**config.mk**
```make
export PLATFORM = sky130hd
export DESIGN_NAME = atsap_port
export DESIGN_NICKNAME = d
export VERILOG_FILES = /design/src/verilog/atsap_pkg.sv /design/src/verilog/atsap_port.sv
export SDC_FILE = /design/constraint.sdc
export NUM_CORES = 1
export LEC_CHECK = 0
export BUFFER_PORTS_ARGS = -buffer_cell sky130_fd_sc_hd__buf_2
export CAP_MARGIN = 10
export CELL_PAD_IN_SITES_DETAIL_PLACEMENT = 0
export CELL_PAD_IN_SITES_GLOBAL_PLACEMENT = 2
export CORE_AREA = 2 2 236 238
export DETAILED_ROUTE_END_ITERATION = 6
export DIE_AREA = 0 0 238 240
export GPL_TIMING_DRIVEN = 1
export HOLD_SLACK_MARGIN = 0.08
export PLACE_DENSITY_LB_ADDON = 0.2
export SYNTH_ARGS = -nofsm -noshare
export SYNTH_HDL_FRONTEND = slang
export SYNTH_SLANG_ARGS = --single-unit
export TNS_END_PERCENT = 30
```
**constraint.sdc**
```tcl
create_clock -name clk -period 8.4 [get_ports clk]
set_clock_uncertainty 0.2 [all_clocks]
set_input_delay 0.84 -clock clk [delete_from_list [all_inputs] [get_ports clk]]
set_output_delay 0.84 -clock clk [all_outputs]
set_load 0.02 [all_outputs]
```
**src/verilog/atsap_pkg.sv**
```systemverilog
// Constants for the local RAM slave access port.
// Assumes one clock domain and a 64-bit slave data path.
package atsap_pkg;
  // ------------------------------------------------------------
  // Response codes
  // ------------------------------------------------------------
  localparam logic [1:0] RESP_OKAY   = 2'h0;
  localparam logic [1:0] RESP_SLVERR = 2'h2;
  // ------------------------------------------------------------
  // Transfer sizes and lengths
  // ------------------------------------------------------------
  localparam logic [2:0] SIZE_BYTE   = 3'h0;
  localparam logic [2:0] SIZE_HALF   = 3'h1;
  localparam logic [2:0] SIZE_WORD   = 3'h2;
  localparam logic [2:0] SIZE_DWORD  = 3'h3;
  localparam logic [3:0] LEN_SINGLE  = 4'h0;
  localparam logic [1:0] BURST_FIXED = 2'h0;
  localparam logic [1:0] BURST_INCR  = 2'h1;
  localparam logic [1:0] BURST_WRAP  = 2'h2;
  // ------------------------------------------------------------
  // Target select codes
  // ------------------------------------------------------------
  localparam logic [1:0] SEL_P0_INSTR = 2'h0;
  localparam logic [1:0] SEL_P0_DATA  = 2'h1;
  localparam logic [1:0] SEL_P1_INSTR = 2'h2;
  localparam logic [1:0] SEL_P1_DATA  = 2'h3;
  localparam int         SEL_P1_BIT   = 1;
  // ------------------------------------------------------------
  // Strobe patterns and widths
  // ------------------------------------------------------------
  localparam logic [7:0] STRB_FULL    = 8'hff;
  localparam logic [7:0] STRB_LO_WORD = 8'h0f;
  localparam logic [7:0] STRB_HI_WORD = 8'hf0;
  localparam int         DATA_W       = 64;
  localparam int         STRB_W       = 8;
  localparam int         SLOW_CYCLES  = 2;
  // ------------------------------------------------------------
  // Port state
  // ------------------------------------------------------------
  typedef enum logic [2:0] {
    ST_IDLE  = 3'b000,
    ST_RDATA = 3'b001,
    ST_WDATA = 3'b010,
    ST_WRESP = 3'b011,
    ST_RWAIT = 3'b100
  } atsap_state_t;
endpackage

```
**src/verilog/atsap_port.sv**
```systemverilog
// Slave access port into four local RAMs (two per processor).
// Assumes RAM ports with one-cycle read latency; core traffic raises ram_core_busy.
module atsap_port #(
  parameter int ID_W       = 4,
  parameter int ADDR_W     = 32,
  parameter int RAM_AW     = 13,
  parameter bit P1_PRESENT = 1'b1
) (
  input  wire logic              clk,
  input  wire logic              sys_rst,
  input  wire logic              clk_en,
  input  wire logic [ID_W-1:0]   awid,
  input  wire logic [ADDR_W-1:0] awaddr,
  input  wire logic [3:0]        awlen,
  input  wire logic [2:0]        awsize,
  input  wire logic [1:0]        awburst,
  input  wire logic [1:0]        write_target_select,
  input  wire logic              awvalid,
  output logic                   awready,
  input  wire logic [63:0]       wdata,
  input  wire logic [7:0]        wstrb,
  input  wire logic              wlast,
  input  wire logic              wvalid,
  output logic                   wready,
  output logic [ID_W-1:0]        bid,
  output logic [1:0]             bresp,
  output logic                   bvalid,
  input  wire logic              bready,
  input  wire logic [ID_W-1:0]   arid,
  input  wire logic [ADDR_W-1:0] araddr,
  input  wire logic [3:0]        arlen,
  input  wire logic [2:0]        arsize,
  input  wire logic [1:0]        arburst,
  input  wire logic [1:0]        read_target_select,
  input  wire logic              arvalid,
  output logic                   arready,
  output logic [ID_W-1:0]        rid,
  output logic [63:0]            rdata,
  output logic [1:0]             rresp,
  output logic                   rlast,
  output logic                   rvalid,
  input  wire logic              rready,
  input  wire logic [3:0]        ram_core_busy,
  output logic [3:0]             ram_en,
  output logic [3:0]             ram_we,
  output logic [RAM_AW-4:0]      ram_addr,
  output logic [63:0]            ram_wdata,
  output logic [7:0]             ram_wstrb,
  input  wire logic [63:0]       ram_rdata0,
  input  wire logic [63:0]       ram_rdata1,
  input  wire logic [63:0]       ram_rdata2,
  input  wire logic [63:0]       ram_rdata3
);
  // ------------------------------------------------------------
  // Access checks
  // ------------------------------------------------------------
  // Lock, cache and protection are not ports at all, so none of them is checked
  function automatic logic acc_ok(input logic [ADDR_W-1:0] a, input logic [3:0] len,
                                  input logic [2:0] sz, input logic [1:0] sel);
    logic ok;
    ok = 1'b0;
    unique case (sz)
      atsap_pkg::SIZE_DWORD: ok = (a[2:0] == 3'h0);
      atsap_pkg::SIZE_WORD:  ok = (len == atsap_pkg::LEN_SINGLE) && (a[1:0] == 2'h0);
      atsap_pkg::SIZE_HALF:  ok = (len == atsap_pkg::LEN_SINGLE) && !a[0];
      atsap_pkg::SIZE_BYTE:  ok = (len == atsap_pkg::LEN_SINGLE);
      default:               ok = 1'b0;
    endcase
    if (a >= ADDR_W'(1 << RAM_AW)) ok = 1'b0;
    if (sel[atsap_pkg::SEL_P1_BIT] && !P1_PRESENT) ok = 1'b0;
    return ok;
  endfunction

  // ------------------------------------------------------------
  // State
  // ------------------------------------------------------------
  atsap_pkg::atsap_state_t state_reg, state_next;
  logic [ID_W-1:0]   id_reg, id_next;
  logic [ADDR_W-1:0] addr_reg, addr_next;
  logic [3:0]        len_reg, len_next;
  logic [3:0]        cnt_reg, cnt_next;
  logic [2:0]        size_reg, size_next;
  logic [1:0]        burst_reg, burst_next;
  logic [1:0]        sel_reg, sel_next;
  logic              err_reg, err_next;
  logic [1:0]        slow_reg, slow_next;
  logic [63:0]       rdata_reg, rdata_next;
  logic              rlast_reg, rlast_next;
  logic              rvalid_reg, rvalid_next;
  logic              bvalid_reg, bvalid_next;
  logic              rd_issue;
  logic              wr_go;
  logic              slow;
  logic [63:0]       ram_rd_mux;
  logic [ADDR_W-1:0] addr_inc;
  logic [ADDR_W-1:0] wrap_mask;

  // Core traffic on the chosen RAM stalls this port
  wire core_hit = ram_core_busy[sel_reg];

  always_comb begin
    unique case (sel_reg)
      atsap_pkg::SEL_P0_INSTR: ram_rd_mux = ram_rdata0;
      atsap_pkg::SEL_P0_DATA:  ram_rd_mux = ram_rdata1;
      atsap_pkg::SEL_P1_INSTR: ram_rd_mux = ram_rdata2;
      atsap_pkg::SEL_P1_DATA:  ram_rd_mux = ram_rdata3;
    endcase
  end

  // Narrow or partial accesses, except word reads and low- or high-word writes to the data RAMs, pay an extra read-modify style cycle
  always_comb begin
    slow = 1'b0;
    if (size_reg != atsap_pkg::SIZE_DWORD) slow = 1'b1;
    if (state_reg == atsap_pkg::ST_WDATA && size_reg == atsap_pkg::SIZE_DWORD &&
        wstrb != atsap_pkg::STRB_FULL) slow = 1'b1;
    if (size_reg == atsap_pkg::SIZE_WORD && sel_reg[0] &&
        (state_reg != atsap_pkg::ST_WDATA ||
         wstrb == atsap_pkg::STRB_LO_WORD || wstrb == atsap_pkg::STRB_HI_WORD))
      slow = 1'b0;
  end

  always_comb begin
    wrap_mask = ADDR_W'({len_reg, 3'h7});
    addr_inc  = addr_reg + ADDR_W'(8);
    if (burst_reg == atsap_pkg::BURST_FIXED) addr_inc = addr_reg;
    if (burst_reg == atsap_pkg::BURST_WRAP)
      addr_inc = (addr_reg & ~wrap_mask) | ((addr_reg + ADDR_W'(8)) & wrap_mask);
  end

  // ------------------------------------------------------------
  // Transfer sequencing
  // ------------------------------------------------------------
  always_comb begin
    state_next  = state_reg;
    id_next     = id_reg;
    addr_next   = addr_reg;
    len_next    = len_reg;
    cnt_next    = cnt_reg;
    size_next   = size_reg;
    burst_next  = burst_reg;
    sel_next    = sel_reg;
    err_next    = err_reg;
    slow_next   = slow_reg;
    rdata_next  = rdata_reg;
    rlast_next  = rlast_reg;
    rvalid_next = rvalid_reg;
    bvalid_next = bvalid_reg;
    rd_issue    = 1'b0;
    wr_go       = 1'b0;
    unique case (state_reg)
      atsap_pkg::ST_IDLE: begin
        if (arvalid) begin
          id_next = arid;  addr_next = araddr; len_next = arlen;
          size_next = arsize; burst_next = arburst; sel_next = read_target_select;
          err_next = !acc_ok(araddr, arlen, arsize, read_target_select);
          cnt_next = 4'h0; slow_next = 2'h0;
          state_next = atsap_pkg::ST_RWAIT;
        end else if (awvalid) begin
          id_next = awid;  addr_next = awaddr; len_next = awlen;
          size_next = awsize; burst_next = awburst; sel_next = write_target_select;
          err_next = !acc_ok(awaddr, awlen, awsize, write_target_select);
          cnt_next = 4'h0; slow_next = 2'h0;
          state_next = atsap_pkg::ST_WDATA;
        end
      end
      atsap_pkg::ST_RWAIT: begin
        if (err_reg) begin
          rdata_next  = 64'h0;
          rlast_next  = (cnt_reg == len_reg);
          rvalid_next = 1'b1;
          state_next  = atsap_pkg::ST_RDATA;
        end else if (!core_hit) begin
          if (slow && slow_reg != 2'(atsap_pkg::SLOW_CYCLES - 1)) begin
            slow_next = slow_reg + 2'h1;
          end else begin
            rd_issue   = 1'b1;
            slow_next  = 2'h0;
            state_next = atsap_pkg::ST_RDATA;
            rlast_next = (cnt_reg == len_reg);
          end
        end
      end
      atsap_pkg::ST_RDATA: begin
        if (!rvalid_reg) begin
          rdata_next  = ram_rd_mux;
          rvalid_next = 1'b1;
        end else if (rready) begin
          rvalid_next = 1'b0;
          if (rlast_reg) begin
            state_next = atsap_pkg::ST_IDLE;
          end else begin
            cnt_next   = cnt_reg + 4'h1;
            addr_next  = addr_inc;
            state_next = atsap_pkg::ST_RWAIT;
          end
        end
      end
      atsap_pkg::ST_WDATA: begin
        if (wvalid && (err_reg || (!core_hit &&
            (!slow || slow_reg == 2'(atsap_pkg::SLOW_CYCLES - 1))))) begin
          wr_go     = !err_reg;
          slow_next = 2'h0;
          addr_next = addr_inc;
          if (wlast) begin
            bvalid_next = 1'b1;
            state_next  = atsap_pkg::ST_WRESP;
          end
        end else if (wvalid && !core_hit && slow) begin
          slow_next = slow_reg + 2'h1;
        end
      end
      atsap_pkg::ST_WRESP: begin
        if (bready) begin
          bvalid_next = 1'b0;
          state_next  = atsap_pkg::ST_IDLE;
        end
      end
      default: state_next = atsap_pkg::ST_IDLE;
    endcase
  end

  always_ff @(posedge clk or posedge sys_rst) begin
    if (sys_rst) begin
      state_reg  <= atsap_pkg::ST_IDLE;
      id_reg     <= '0;
      addr_reg   <= '0;
      len_reg    <= 4'h0;
      cnt_reg    <= 4'h0;
      size_reg   <= 3'h0;
      burst_reg  <= 2'h0;
      sel_reg    <= 2'h0;
      err_reg    <= 1'b0;
      slow_reg   <= 2'h0;
      rdata_reg  <= 64'h0;
      rlast_reg  <= 1'b0;
      rvalid_reg <= 1'b0;
      bvalid_reg <= 1'b0;
    end else if (clk_en) begin
      state_reg  <= state_next;
      id_reg     <= id_next;
      addr_reg   <= addr_next;
      len_reg    <= len_next;
      cnt_reg    <= cnt_next;
      size_reg   <= size_next;
      burst_reg  <= burst_next;
      sel_reg    <= sel_next;
      err_reg    <= err_next;
      slow_reg   <= slow_next;
      rdata_reg  <= rdata_next;
      rlast_reg  <= rlast_next;
      rvalid_reg <= rvalid_next;
      bvalid_reg <= bvalid_next;
    end
  end

  // ------------------------------------------------------------
  // Outputs
  // ------------------------------------------------------------
  // Reads win over writes in idle; one transfer in flight at a time
  assign arready   = clk_en && (state_reg == atsap_pkg::ST_IDLE);
  assign awready   = clk_en && (state_reg == atsap_pkg::ST_IDLE) && !arvalid;
  assign wready    = clk_en && (state_next != state_reg || wr_go || err_reg) &&
                     (state_reg == atsap_pkg::ST_WDATA) && wvalid &&
                     slow_next == 2'h0;
  assign rvalid    = rvalid_reg;
  assign rdata     = rdata_reg;
  assign rlast     = rlast_reg;
  assign rid       = id_reg;
  // Exclusive reads are plain reads, so OKAY never EXOKAY
  assign rresp     = err_reg ? atsap_pkg::RESP_SLVERR : atsap_pkg::RESP_OKAY;
  assign bvalid    = bvalid_reg;
  assign bid       = id_reg;
  assign bresp     = err_reg ? atsap_pkg::RESP_SLVERR : atsap_pkg::RESP_OKAY;
  assign ram_addr  = addr_reg[RAM_AW-1:3];
  assign ram_wdata = wdata;
  assign ram_wstrb = wstrb;
  // No protection lookup sits on the RAM enables
  assign ram_en    = (clk_en && (rd_issue || (wr_go && wready))) ?
                     (4'h1 << sel_reg) : 4'h0;
  assign ram_we    = (clk_en && wr_go && wready) ? (4'h1 << sel_reg) : 4'h0;
endmodule

```
==> results.py <==
metrics = {
    "status": {
        "status": "finished, final reports clean",
    },
    "layout": {
        "fill_cells": 6224,
        "syn_to_final_growth_pct": 38.9,
        "drive_gt1_share_pct": 51.1,
        "final_area_sq_um": 10300,
        "finalNetCount": 1573,
        "utilization_pct": 18.8,
        "largest_reg_flops": 64,
    },
    "place": {
        "hpwl_mm": 28.6,
        "place_area_sq_um": 9930,
        "post-place-ws_ns": 4.52,
        "place_congestion": 0.725,
        "port_buffers": 476,
    },
    "clocking": {
        "insertion_delay_ns": 0.39,
        "clock_path_buffers": 2,
        "cts.sinks": 102,
        "tritoncts": "yes",
        "cts_resized": 0,
        "cts_hold_buf": 0,
        "clkTransAtPathRegs_ns": 0.08,
        "cts_setup_buffers": 0,
        "numCtsBuffers": 9,
        "htreeDepth": 3,
        "ctsRootBufferMaster": "clkbuf_16",
    },
    "sta": {
        "finalSetupTns_ns": 0,
        "hold_viol": 0,
        "finalCritPeriodShare_pct": 48.2,
        "fmax_mhz": 247,
        "rsz0062_at_grt": "false",
        "finalCriticalPeriod_ns": 4.05,
        "maxSlewHeadroom_pct": 34.4,
        "setup_viol": 0,
        "setup_slack_ns": 4.35,
        "slew_viol_final": 0,
        "worstMarginPinSlew_ns": 0.984,
    },
    "critical_path": {
        "critPathTopFamily": "flip-flops",
        "cp-start-kind": "flop",
        "cp_num_buf_inv": 1,
        "cp_slowest_stage_delay_ns": 0.82,
        "arrival_ns": 3.01,
        "worst_setup_path_end_kind": "primary output",
        "cp_max_fo": 30,
        "crit_slowest_cell": "dfrtp_4",
        "crit_chain": "mux4_2 -> nor3_1 -> a21o_1 -> nand2_1 -> a311oi_1 -> buf_2",
        "critPathKind": "flop to primary output",
        "cp_data_required_time_ns": 7.36,
    },
    "floorplanning": {
        "core_area_sq_um": 54700,
        "io_pins": 607,
        "initial_core_util_pct": 13.5,
        "fp-row-count": 86,
        "die_w_microns": 238,
        "die_h_microns": 240,
        "dieArea_sq_um": 57100,
    },
    "yosys": {
        "yosysWarnings": 0,
        "synthFlopType": "dfrtp_1",
        "synth_edf_count": 0,
        "ys_seq_area_share_pct": 34.5,
        "synth_cell_types": 56,
        "avgSynthCellArea_sq_um": 9.58,
        "yosys_register_bits": 102,
        "syn_area_sq_um": 7400,
        "synthCells": 773,
        "async_reset_ff_share_pct": 100,
    },
    "power": {
        "pwr-share-seq_pct": 30.1,
        "powerDensity_nw_per_um2": 268,
        "peakVddDrop_uv": 102,
        "power.switching_mw": 1.20,
        "sw_frac_of_total_pct": 43.7,
        "finalPower_mw": 2.75,
        "p_leak_nw": 4.77,
        "intPower_mw": 1.55,
        "clock_power_share_pct": 18.7,
        "pwr-share-comb_pct": 51.2,
    },
    "grt": {
        "track_usage_pct": 12.0,
        "grt_pass1_wl_mm": 50.3,
        "antenna_found_initial": 4,
        "grt-ovfl-total": 0,
        "grt_start_max_net_pins": 85,
        "grt_pass1_vias": 7601,
    },
    "route": {
        "vias": 7187,
        "route.detailed.drc": 0,
        "viasPerCell": 3.90,
        "ant_nets": 0,
        "wl_mm": 35.2,
        "detail_route.wl_per_cell_microns": 19.1,
        "drt-initial-drc-count": 298,
        "firstDrtPassIters": 4,
    },
    "hold_path": {
        "hold_class": "flop to flop",
    },
    "job": {
        "max_cap_viol_count": 0,
    },
}
-- metrics by stage --
stage	hold slack [ns]	instances
after CTS	0.282	1844
after floorplan	0.250	774
after global placement	0.259	1828
final	0.275	1845
after global routing	0.302	1844
after detailed placement	0.264	1828
-- cell usage in the layout, fill, tap and decap left out, types with 6 or more instances in the layout --
master,n
nand2b_1,8
nand2_1,152
clkbuf_16,9
a211oi_1,8
dfrtp_1,100
nor4_1,15
buf_2,476
o21ai_0,73
mux2i_1,21
nand3_1,9
buf_4,9
nor3_1,17
nor2_1,36
o31ai_1,7
mux4_2,65
nand4_1,6
inv_1,7
a21oi_1,37
-- worst paths after layout --
check	startpoint	end	slack (ns)	depth (start not counted)
max	sel_reg[0]	wready	4.35	6
min	rdata[8]	rdata[8]	0.27	2
max reg2reg	sel_reg[0]	addr_reg[8]	5.32	5
min reg2reg	rdata[8]	rdata[8]	0.27	2
max in group asynchronous	sys_rst	sel_reg[0]	6.35	3
min in group asynchronous	sys_rst	bid[1]	0.34	2
-- layout make-up --
class                           instances  area, sq um  area share [%]
Antenna cell                            1         2.50          0.0243
Clock buffer                           10          229            2.23
Clock inverter                          6          116            1.13
Inverter                                8         32.5           0.316
Multi-Input combinational cell        529         4010            39.0
Sequential cell                       102         2560            24.9
Tap cell                              704          881            8.57
Timing Repair Buffer                  485         2450            23.8
-- worst min-delay path, delay by kind of cell, from the launching register on --
kind / cells / cell delay, ns
flip-flops: 1 / 0.34
AO/OA/AOI/OAI: 1 / 0.06
AND/OR/NAND/NOR: 1 / 0.04
-- synth_stat cells (9+ instances only) --
master	number	area, sq um
a21oi_1	37	185
buf_4	80	601
clkbuf_1	46	173
dfrtp_1	102	2550
mux2i_1	21	210
mux4_2	65	1460
nand2_1	153	574
nand3_1	9	45.0
nor2_1	38	143
nor3_1	17	85.1
nor4_1	15	93.8
o21ai_0	73	365
-- kinds of logic (layout without fill, tap and decap cells) --
group | after synthesis | in the layout | synth area share [%]
AOI/OAI and AO/OA | 157 | 157 | 12.8
adders and majority gates | 3 | 3 | 0.507
xor gates and xnor gates | 8 | 8 | 0.947
DFF | 102 | 102 | 34.5
other | 1 | 3 | 0.0507
muxes | 91 | 91 | 23.4
buffers and inverters | 143 | 509 | 11.6
and+or+nand+nor | 268 | 268 | 16.2
-- power groups by stage --
stage               Combinational (mW)  Clock (mW)  Sequential [mW]
global route                      1.54       0.564            0.860
finish                            1.41       0.515            0.830
CTS                               1.45       0.548            0.840
global placement                  1.46           0            0.845
detailed placement                1.45           0            0.849
floorplan                        0.965           0            0.853
-- routing by layer --
metal / wire length (microns) / GRT usage, %
met1: 14700 / 14.6
met2: 18100 / 20.6
met3: 1860 / 3.47
met4: 626 / 3.26
met5: 23 / 0
Note: power is estimated with default switching activity, not from simulation.
